`config.mk`:
```
export PLATFORM = sky130hd
export DESIGN_NAME = bca_core
export DESIGN_NICKNAME = d
export VERILOG_FILES = /design/src/hdl/bca_pkg.sv /design/src/hdl/bca_core.sv
export SDC_FILE = /design/constraint.sdc
export NUM_CORES = 2
export LEC_CHECK = 0
export BUFFER_PORTS_ARGS = -buffer_cell sky130_fd_sc_hd__buf_4
export CORE_MARGIN = 2
export CORE_UTILIZATION = 28
export DETAILED_ROUTE_END_ITERATION = 7
export PLACE_DENSITY = 0.52
export SYNTH_ARGS = -nofsm -noshare
export SYNTH_HDL_FRONTEND = slang
export SYNTH_SLANG_ARGS = --single-unit
```
`constraint.sdc`:
```
create_clock -name pclk -period 91 [get_ports pclk]
set_input_delay 13.65 -clock pclk [delete_from_list [all_inputs] [get_ports pclk]]
set_output_delay 13.65 -clock pclk [all_outputs]
set_load 0.02 [all_outputs]
```
`src/hdl/bca_pkg.sv`:
```
package bca_pkg;

    // Three-level programming pin codes as delivered by the pad sensor
    localparam logic [1:0] TRI_LOW = 2'h0;
    localparam logic [1:0] TRI_FLOAT = 2'h1;
    localparam logic [1:0] TRI_HIGH = 2'h2;

    // Register byte offsets
    localparam logic [7:0] ADDR_CHARGE = 8'h00;
    localparam logic [7:0] ADDR_CAPACITY = 8'h04;
    localparam logic [7:0] ADDR_TALLY = 8'h08;
    localparam logic [7:0] ADDR_STATUS = 8'h0C;
    localparam logic [7:0] ADDR_FILTER = 8'h10;
    localparam logic [7:0] ADDR_CTRL = 8'h14;
    localparam int CTRL_REINIT_BIT = 0;

    // Reset values
    localparam logic [7:0] FILTER_RESET = 8'h96;
    localparam logic [1:0] INIT_WAIT = 2'h3;

    // Time base
    localparam longint CLK_PERIOD_NS = 100;
    localparam longint SECOND_NS = 1_000_000_000;
    localparam int SECOND_CYCLES = int'(SECOND_NS / CLK_PERIOD_NS);
    localparam int SECONDS_PER_DAY = 86400;

    // Counting figures
    localparam logic [8:0] VALID_CHARGE_COUNTS = 9'h100;
    localparam logic [12:0] SELF_DISCHARGE_LIMIT = 13'h1000;
    localparam logic [3:0] FAST_RATE_COUNTS = 4'h2;
    localparam int LED_LEVEL_UV = 4000;
    localparam int DISCHARGE_KNEE_UV = -150000;
    localparam int DEADBAND_NUM_UV = 45000;
    localparam int CHARGE_DEADBAND_NUM_UV = 56250;
    localparam int COUNT_UV_SECONDS = 45000;
    localparam int SAMPLE_HZ = 16;
    localparam int PERCENT = 100;
    localparam int COUNT_QUANTUM = COUNT_UV_SECONDS * SAMPLE_HZ * PERCENT;
    localparam int SD_DIV_FLOAT = 256;
    localparam int SD_DIV_LOW = 188;

    // Temperature step codes (10 C steps, code 4 is 0..10 C)
    localparam logic [3:0] TEMP_ZERO_C = 4'h4;
    localparam logic [3:0] TEMP_TEN_C = 4'h5;
    localparam logic [3:0] TEMP_THIRTY_C = 4'h7;
    localparam logic [3:0] TEMP_FORTY_C = 4'h8;
    localparam logic [3:0] TEMP_MAX_SD_STEP = 4'h7;

    // H=0, Z=1, L=2 position in the preset tables
    function automatic logic [1:0] bca_tri_idx(input logic [1:0] pin);
        bca_tri_idx = (pin == TRI_HIGH) ? 2'h0 : (pin == TRI_FLOAT) ? 2'h1 : 2'h2;
    endfunction : bca_tri_idx

    function automatic logic [15:0] bca_full_preset(input logic [1:0] a, input logic [1:0] b);
        logic [15:0] tbl [9];
        tbl = '{16'hC000, 16'hB000, 16'hA000, 16'h9000, 16'h8400, 16'h7800, 16'h6C00, 16'h6400, 16'h5800};
        bca_full_preset = tbl[4'(bca_tri_idx(a)) * 4'h3 + 4'(bca_tri_idx(b))];
    endfunction : bca_full_preset

    // Scale index 0 (1/80) .. 5 (1/2560)
    function automatic logic [2:0] bca_scale(input logic [1:0] s3, input logic [1:0] s4);
        bca_scale = ((s4 == TRI_LOW) ? 3'h0 : 3'h3) + 3'(bca_tri_idx(s3));
    endfunction : bca_scale

endpackage : bca_pkg

```
`src/hdl/bca_core.sv`:
```
// What this block does
// - Self-discharge pin: high off, float charge/64, low charge/47 per day at 20-30 C.
// - Display pin: high absolute preset to full count, float absolute zero, low relative zero.
// - Available charge clears at init unless preset, and on valid charge after early empty.
// - Available charge counts up on charge but stops at learned capacity.
// - Available charge counts down on discharge and self-discharge, never below zero.
// - Tally takes both count kinds while charge nonzero, only discharge once empty.
// - Tally clears whenever available charge equals learned capacity, keeping only a count that leaves full in that cycle.
// - Tally saturates at all ones.
// - First valid charge after qualified early empty copies tally into learned capacity.
// - A qualified-discharge flag tracks whether the present discharge may update capacity.
// - Positive sense voltage counts charge proportionally after rate and temperature compensation.
// - With display enabled, charge above 4 mV lights the display.
// - Valid charge needs over 256 counts above charge deadband; counts until below it.
// - Discharge samples below discharge deadband accumulate; each full quantum decrements charge and bumps tally.
// - Discharge beyond -4 mV lights display; it goes dark above -4 mV.
// - Self-discharge runs continuously from time and temperature, temperature compensated only.
// - Charge and discharge counts are rate and temperature compensated first.
// - Charge is fast at two or more counts a second, trickle otherwise.
// - Fast charge factor applies until the rate is known.
// - Charge efficiency 0.80/0.95, 0.75/0.90, 0.65/0.80 by temperature band.
// - Two pins pick one of nine full-count presets, two pick the count scale.
// - At initialization learned capacity loads the full-count preset.
// - Discharge factor 1.00, or 1.05 beyond -150 mV, plus 0.05 per step below 10 C, up to four steps.
// - Discharge deadband is -45 over filter setting, charge deadband -1.25 times that.
//
// The implementer's own choices: the APB interface to the registers and the register addresses.
`timescale 1ns/1ps
`default_nettype none

module bca_core import bca_pkg::*; #(
    parameter int TICK_CYCLES = SECOND_CYCLES
) (
    // Clock and reset
    input wire logic pclk,
    input wire logic presetn,
    // APB slave
    input wire logic psel,
    input wire logic penable,
    input wire logic pwrite,
    input wire logic [7:0] paddr,
    input wire logic [31:0] pwdata,
    output logic [31:0] prdata,
    output logic pready,
    output logic pslverr,
    // Programming pins, three-level codes
    input wire logic [1:0] preset_select_a,
    input wire logic [1:0] preset_select_b,
    input wire logic [1:0] scale_select_a,
    input wire logic [1:0] scale_select_b,
    input wire logic [1:0] self_discharge_rate_pin,
    input wire logic [1:0] display_mode_pin,
    input wire logic [1:0] led_enable_pin,
    // Measurement, same clock domain
    input wire logic sample_valid,
    input wire logic signed [23:0] corrected_sense_voltage,
    input wire logic [3:0] temp_step,
    // Voltage monitor, asynchronous latch level
    input wire logic early_empty_threshold,
    // Display
    output logic led_active
);

    typedef struct packed {
        logic [14:0] pin_s1;
        logic [14:0] pin_s2;
        logic init_done;
        logic [1:0] init_cnt;
        logic [15:0] available_charge_count;
        logic [15:0] learned_capacity;
        logic [15:0] discharge_tally;
        logic [7:0] filter_setting;
        logic [31:0] chg_acc;
        logic [31:0] dis_acc;
        logic [25:0] sd_acc;
        logic [23:0] sec_cnt;
        logic [8:0] run_cnt;
        logic chg_valid;
        logic [12:0] sd_total;
        logic [3:0] rate_cnt;
        logic fast;
        logic rate_known;
        logic charging;
        logic edv_seen;
        logic discharge_qualified_flag;
        logic led;
        logic [31:0] prdata;
        logic pready;
        logic pslverr;
    } bca_state_t;

    bca_state_t r;
    bca_state_t next_r;

    logic [1:0] p_a, p_b, p_s3, p_s4, p_sd, p_mode, p_led;
    logic edv_now, edv_prev;
    logic tick, chg_inc, dis_dec, sd_dec, valid_evt, learn, full;
    logic signed [23:0] dis_band, chg_band;
    logic [23:0] mag;
    logic [6:0] chg_factor, dis_factor;
    logic [31:0] quantum, prod;
    logic [25:0] sd_limit, sd_sum;
    logic [2:0] sd_shift;
    logic setup, access;
    logic [15:0] full_preset;

    assign {p_a, p_b, p_s3, p_s4, p_sd, p_mode, p_led, edv_now} = r.pin_s2;
    assign edv_prev = r.edv_seen;

    always_comb begin
        next_r = r;
        next_r.pin_s1 = {preset_select_a, preset_select_b, scale_select_a, scale_select_b,
                         self_discharge_rate_pin, display_mode_pin, led_enable_pin, early_empty_threshold};
        next_r.pin_s2 = r.pin_s1;
        full_preset = bca_full_preset(p_a, p_b);
        quantum = 32'(COUNT_QUANTUM) >> bca_scale(p_s3, p_s4);
        tick = (r.sec_cnt == 24'(TICK_CYCLES - 1));
        next_r.sec_cnt = tick ? 24'h0000_00 : r.sec_cnt + 24'h0000_01;
        // Deadbands; a zero filter write is refused so the divide is safe
        dis_band = -24'(DEADBAND_NUM_UV / int'(r.filter_setting));
        chg_band = 24'(CHARGE_DEADBAND_NUM_UV / int'(r.filter_setting));
        mag = corrected_sense_voltage[23] ? 24'(-corrected_sense_voltage) : corrected_sense_voltage;
        // Charge efficiency by band, fast until the rate is known
        if (temp_step < TEMP_THIRTY_C) begin
            chg_factor = (r.fast || !r.rate_known) ? 7'd95 : 7'd80;
        end else if (temp_step < TEMP_FORTY_C) begin
            chg_factor = (r.fast || !r.rate_known) ? 7'd90 : 7'd75;
        end else begin
            chg_factor = (r.fast || !r.rate_known) ? 7'd80 : 7'd65;
        end
        dis_factor = (int'(corrected_sense_voltage) < DISCHARGE_KNEE_UV) ? 7'd105 : 7'd100;
        if (temp_step < TEMP_TEN_C) begin
            dis_factor = dis_factor + 7'd5 * ((TEMP_TEN_C - temp_step > 4'h4) ? 7'd4 : 7'(TEMP_TEN_C - temp_step));
        end
        chg_inc = 1'b0;
        dis_dec = 1'b0;
        sd_dec = 1'b0;
        valid_evt = 1'b0;
        learn = 1'b0;
        prod = 32'h0000_0000;
        full = (r.available_charge_count == r.learned_capacity);
        // Charge and discharge accumulation
        if (r.init_done && sample_valid && corrected_sense_voltage > chg_band) begin
            prod = 32'(mag) * 32'(chg_factor);
            if (r.chg_acc + prod >= quantum) begin
                chg_inc = 1'b1;
                next_r.chg_acc = r.chg_acc + prod - quantum;
            end else begin
                next_r.chg_acc = r.chg_acc + prod;
            end
        end
        if (r.init_done && sample_valid && corrected_sense_voltage < dis_band) begin
            prod = 32'(mag) * 32'(dis_factor);
            if (r.dis_acc + prod >= quantum) begin
                dis_dec = 1'b1;
                next_r.dis_acc = r.dis_acc + prod - quantum;
            end else begin
                next_r.dis_acc = r.dis_acc + prod;
            end
        end
        // Valid charge qualification
        if (sample_valid && corrected_sense_voltage <= chg_band) begin
            next_r.run_cnt = 9'h000;
            next_r.chg_valid = 1'b0;
            next_r.charging = 1'b0;
        end else if (sample_valid) begin
            next_r.charging = 1'b1;
        end
        if (chg_inc && !r.chg_valid) begin
            if (r.run_cnt == VALID_CHARGE_COUNTS) begin
                valid_evt = 1'b1;
                next_r.chg_valid = 1'b1;
            end else begin
                next_r.run_cnt = r.run_cnt + 9'h001;
            end
        end
        // Rate classification once a second
        if (tick) begin
            next_r.fast = (r.rate_cnt >= FAST_RATE_COUNTS);
            next_r.rate_known = r.charging;
            next_r.rate_cnt = 4'h0;
        end else if (chg_inc && r.rate_cnt != 4'hF) begin
            next_r.rate_cnt = r.rate_cnt + 4'h1;
        end
        // Self-discharge, doubling per 10 C step
        sd_shift = (temp_step <= TEMP_ZERO_C) ? 3'h0 :
                   (temp_step - TEMP_ZERO_C > TEMP_MAX_SD_STEP) ? 3'h7 : 3'(temp_step - TEMP_ZERO_C);
        sd_limit = (p_sd == TRI_LOW) ? 26'(SD_DIV_LOW * SECONDS_PER_DAY) : 26'(SD_DIV_FLOAT * SECONDS_PER_DAY);
        sd_sum = r.sd_acc + (26'(r.available_charge_count) << sd_shift);
        if (r.init_done && tick && p_sd != TRI_HIGH) begin
            if (sd_sum >= sd_limit) begin
                sd_dec = (r.available_charge_count != 16'h0000);
                next_r.sd_acc = sd_sum - sd_limit;
            end else begin
                next_r.sd_acc = sd_sum;
            end
        end
        // Available charge
        if (chg_inc && r.available_charge_count < r.learned_capacity) begin
            next_r.available_charge_count = r.available_charge_count + 16'h0001;
        end
        if ((dis_dec || sd_dec) && r.available_charge_count != 16'h0000) begin
            next_r.available_charge_count = r.available_charge_count - 16'h0001;
        end
        // Tally: self-discharge only while charge remains
        if ((dis_dec || (sd_dec && r.available_charge_count != 16'h0000)) && r.discharge_tally != 16'hFFFF) begin
            next_r.discharge_tally = r.discharge_tally + 16'h0001;
        end
        if (full) begin
            // The count that leaves full is still tallied, or a learned capacity reads one short
            next_r.discharge_tally = {15'h0000, dis_dec || sd_dec};
            next_r.sd_total = 13'h0000;
            next_r.discharge_qualified_flag = 1'b1;
        end else if (sd_dec && r.sd_total != 13'h1FFF) begin
            next_r.sd_total = r.sd_total + 13'h0001;
        end
        if (r.sd_total > SELF_DISCHARGE_LIMIT) begin
            next_r.discharge_qualified_flag = 1'b0;
        end
        // Early empty latch and temperature check at that moment
        if (edv_now && !edv_prev && r.init_done) begin
            next_r.edv_seen = 1'b1;
            if (temp_step < TEMP_ZERO_C) begin
                next_r.discharge_qualified_flag = 1'b0;
            end
        end
        if (valid_evt) begin
            if (r.edv_seen) begin
                learn = r.discharge_qualified_flag;
                next_r.available_charge_count = 16'h0000;
                next_r.edv_seen = 1'b0;
                if (learn) begin
                    next_r.learned_capacity = r.discharge_tally;
                end
            end
            next_r.discharge_qualified_flag = 1'b0;
        end
        // Display drive
        if (p_led == TRI_HIGH) begin
            next_r.led = 1'b0;
        end else if (p_led == TRI_LOW) begin
            next_r.led = 1'b1;
        end else if (sample_valid) begin
            next_r.led = (int'(corrected_sense_voltage) > LED_LEVEL_UV) ||
                         (int'(corrected_sense_voltage) < -LED_LEVEL_UV);
        end
        // Initialization waits for the pin synchronisers to settle
        if (!r.init_done) begin
            next_r.init_cnt = r.init_cnt + 2'h1;
            if (r.init_cnt == INIT_WAIT) begin
                next_r.init_done = 1'b1;
                next_r.learned_capacity = full_preset;
                next_r.available_charge_count = (p_mode == TRI_HIGH) ? full_preset : 16'h0000;
                next_r.discharge_tally = 16'h0000;
                next_r.edv_seen = 1'b0;
                next_r.discharge_qualified_flag = 1'b0;
                next_r.sd_total = 13'h0000;
            end
        end
        // APB: zero wait states, data prepared in setup
        setup = psel && !penable;
        access = psel && penable && r.pready;
        next_r.pready = setup;
        next_r.pslverr = 1'b0;
        if (setup) begin
            case (paddr)
                ADDR_CHARGE: next_r.prdata = {16'h0000, r.available_charge_count};
                ADDR_CAPACITY: next_r.prdata = {16'h0000, r.learned_capacity};
                ADDR_TALLY: next_r.prdata = {16'h0000, r.discharge_tally};
                ADDR_STATUS: next_r.prdata = {23'h00_0000, p_mode, r.init_done, r.led, r.chg_valid,
                                              r.rate_known, r.fast, r.edv_seen, r.discharge_qualified_flag};
                ADDR_FILTER: next_r.prdata = {24'h00_0000, r.filter_setting};
                ADDR_CTRL: next_r.prdata = 32'h0000_0000;
                default: begin
                    next_r.prdata = 32'h0000_0000;
                    next_r.pslverr = 1'b1;
                end
            endcase
        end
        if (access && pwrite) begin
            if (paddr == ADDR_FILTER && pwdata[7:0] != 8'h00) begin
                next_r.filter_setting = pwdata[7:0];
            end
            if (paddr == ADDR_CTRL && pwdata[CTRL_REINIT_BIT]) begin
                next_r.init_done = 1'b0;
                next_r.init_cnt = 2'h0;
            end
        end
    end

    always_ff @(posedge pclk or negedge presetn) begin
        if (!presetn) begin
            r <= '0;
            r.filter_setting <= FILTER_RESET;
        end else begin
            r <= next_r;
        end
    end

    assign prdata = r.prdata;
    assign pready = r.pready;
    assign pslverr = r.pslverr;
    assign led_active = r.led;
endmodule : bca_core

`default_nettype wire

```
==> flow_metrics.env <==
export IMPL_port_buffers=83
export IMPL_htree_num_levels=2
export IMPL_grt_max_degree=114
export IMPL_maxSlewHeadroom_pct=22.5
export IMPL_run_status="complete, no violations"
export IMPL_report_final_hold_viol_count=0
export IMPL_layout_filler_cells=24700
export IMPL_post_drt_via_cell_ratio=5.40
export IMPL_drt_first_pass_iters=6
export IMPL_critPathRequiredTime_ps=91420
export IMPL_ys_top_cells_by_area="ha_1, dfrtp_1, fa_1, xnor2_1, nor2_1"
export IMPL_routed_wirelength_um=208000
export IMPL_clock_latency_of_the_later_clocked_register_in_the_worst_skew_pair_ps=610
export IMPL_detail_route_antenna_nets=0
export IMPL_final_period_utilization_pct=92.7
export IMPL_area_sequential_um2=6360
export IMPL_critPathMostFrequentCell="o21a_1"
export IMPL_post_synth_instance_area_um2=64900
export IMPL_clock_skew_ps=41.5
export IMPL_core_area_um2=230000
export IMPL_wl_per_cell_um=18.0
export IMPL_remaining_drc_errors=0
export IMPL_layout_nets=9474
export IMPL_clock_sinks=254
export IMPL_area_growth_pct=8.43
export IMPL_die_width_um=486
export IMPL_crit_path_max_fanout=26
export IMPL_holdCritPathClass="flop to flop"
export IMPL_setup_violations_final=0
export IMPL_async_flop_share_pct=100
export IMPL_fp_dieH_um=486
export IMPL_timing_critical_path_slowest_stage_cell="or4_4"
export IMPL_overflow=0
export IMPL_finalCoreUtilization_pct=30.6
export IMPL_cts_inserted_buffers=34
export IMPL_clock_path_buffers=3
export IMPL_initial_antenna_violation_count=12
export IMPL_worst_r2r_startpoint="r[182]"
export IMPL_synthCells=8497
export IMPL_clock_fmax_mhz=11.9
export IMPL_fin_worst_hold_slack_ps=347
export IMPL_timing_setup_critical_path_class="flop to flop"
export IMPL_syn_area_per_cell_um2=7.64
export IMPL_grt_first_pass_wirelength_um=334000
export IMPL_place_congestion=0.906
export IMPL_startpoint="r[182]"
export IMPL_synth_edf_count=0
export IMPL_cts_root_buf="clkbuf_16"
export IMPL_detailed_place_hpwl_um=167000
export IMPL_grt_pass1_vias=61300
export IMPL_critPathCaptureType="flop"
export IMPL_netlist_top_cell_by_area="ha_1"
export IMPL_fin_cells=11600
export IMPL_count_of_yosys_warnings_during_synthesis=0
export IMPL_fp_row_count=176
export IMPL_floorplan_io_pins=124
export IMPL_start_util_pct=28.2
export IMPL_yosysUniqueCellTypes=192
export IMPL_cp_slowest_stage_delay_ps=700
export IMPL_worst_endpoint_arrival_ps=84760
export IMPL_placed_insts=11500
export IMPL_cts_clk_slew_worst_paths_ps=60
export IMPL_tightestPinTransition_ps=1160
export IMPL_vias=62500
export IMPL_final_max_slew_viols=0
export IMPL_detailed_router_s_first_iteration_violation_count=4000
export IMPL_postSynthRegisterBits=254
export IMPL_die_area_um2=236000
export IMPL_synth_sequential_area_ratio_pct=9.80
export IMPL_most_used_flip_flop_cell_after_synthesis="dfrtp_1"
export IMPL_top_cell_type_s_share_of_synthesized_area_pct=11.9
export IMPL_min_period_ps=84340
export IMPL_tritoncts="yes"
export IMPL_ratio_of_cells_with_drive_above_1_in_the_final_layout_pct=11.4
export IMPL_gr_usage_all_layers_pct=17.1
export IMPL_start_kind="flop"
export IMPL_multiInputGateArea_um2=54600
export IMPL_drv_max_cap_violation_count=0
export IMPL_min_from="next_r[245]"
-- timing repair --
action | CTS | global route
setup buffers | 0 | 30
hold buffers | 0 | 0
hold endpoints to repair | 0 | 0
resized for setup | 0 | 50
setup endpoints to repair | 0 | 129
-- placed cells by master (no fill, tap or decap), types with 212 or more instances in the layout --
cell type  instances
a21oi_1          554
buf_4            266
dfrtp_1          249
fa_1             258
ha_1             616
inv_1            604
nand2_1          722
nand3_1          239
nor2_1           862
nor3_1           212
o21ai_0          405
xnor2_1          441
-- cell usage after synthesis (94+ instances only) --
cell type  instances
inv_1            614
a21oi_1          557
nand2b_1         148
nand2_1          722
mux2i_1          145
nor3_1           214
o21a_1           149
o31ai_1           94
clkbuf_1         146
dfrtp_1          250
xnor2_1          441
mux2_2            97
fa_1             258
xor2_1           207
ha_1             617
nand3_1          241
nand4_1          106
a21o_1           204
o21ai_0          406
nor2_1           865
-- layer usage --
metal  vias to the layer above  track usage [%]  share of wire [%]
met5                         -                0              0.013
met3                       214             1.68                4.1
met2                      1355             29.0                 46
met4                         2             3.82                2.2
met1                     30200             23.2                 47
li1                      30800                -                  -
-- worst max-delay path, delay by kind of cell (launching register included) --
kind            cells  cell delay (ps)
simple gates      140            28960
buf+inv            21             4550
mux                 3              860
flops               1              510
compound gates    185            38450
xor+xnor            2              430
fa+ha+maj          32            10130
-- sequential cells by signal, indices dropped and copies added, names as in the netlist, 2 cells and up --
| signal | cells |
|---|---|
| p_s4 | 2 |
| next_r | 15 |
| p_b | 2 |
| p_a | 2 |
| prdata | 16 |
| r | 204 |
| p_s3 | 2 |
| p_mode | 2 |
| p_led | 2 |
| p_sd | 2 |
-- cell families (layout without fill, tap and decap cells) --
group,Yosys count,in the layout,synth area share [%]
AO/OA/AOI/OAI,2331,2331,24.8
XOR/XNOR,658,658,9.01
adder cells (fa/ha/maj),875,875,19.8
buffers and inverters,941,961,6.61
flip-flops,254,254,9.80
multiplexers,269,269,4.60
other,1,27,0.00578
AND/OR/NAND/NOR,3168,3168,25.3
-- through the flow --
stage                     TNS, ps  worst slack, ps  instance area [um2]
after detailed placement        0             2760                68700
after global routing         -307            -77.1                70400
after global placement          0             3580                68700
final                           0             6660                70400
after CTS                       0             2420                69900
after floorplan                 0            14010                65000
-- path summary, 6_finish.rpt --
kind                       cells after the start      end  slack, ps
max in group asynchronous                      4   r[176]      75030
min reg2reg                                    0  p_sd[0]        350
min in group asynchronous                      1   r[116]      13100
max                                          383   r[236]       6660
max reg2reg                                  383   r[236]       6660
min                                            0  p_sd[0]        350
-- layout make-up --
cell class                 instances  share of cell area [%]
tap                             3026                    5.38
clock buffer                      47                    1.36
clock inverter                    13                   0.292
antenna                            9                  0.0320
sequential                       254                    9.04
inverter                         633                    3.43
multi-input combinational       7319                    77.6
timing repair buffer             268                    2.89
Power is left out: the tool's default activity adds up to more than one toggle a clock period on the data nets, which glitch-free logic cannot reach.
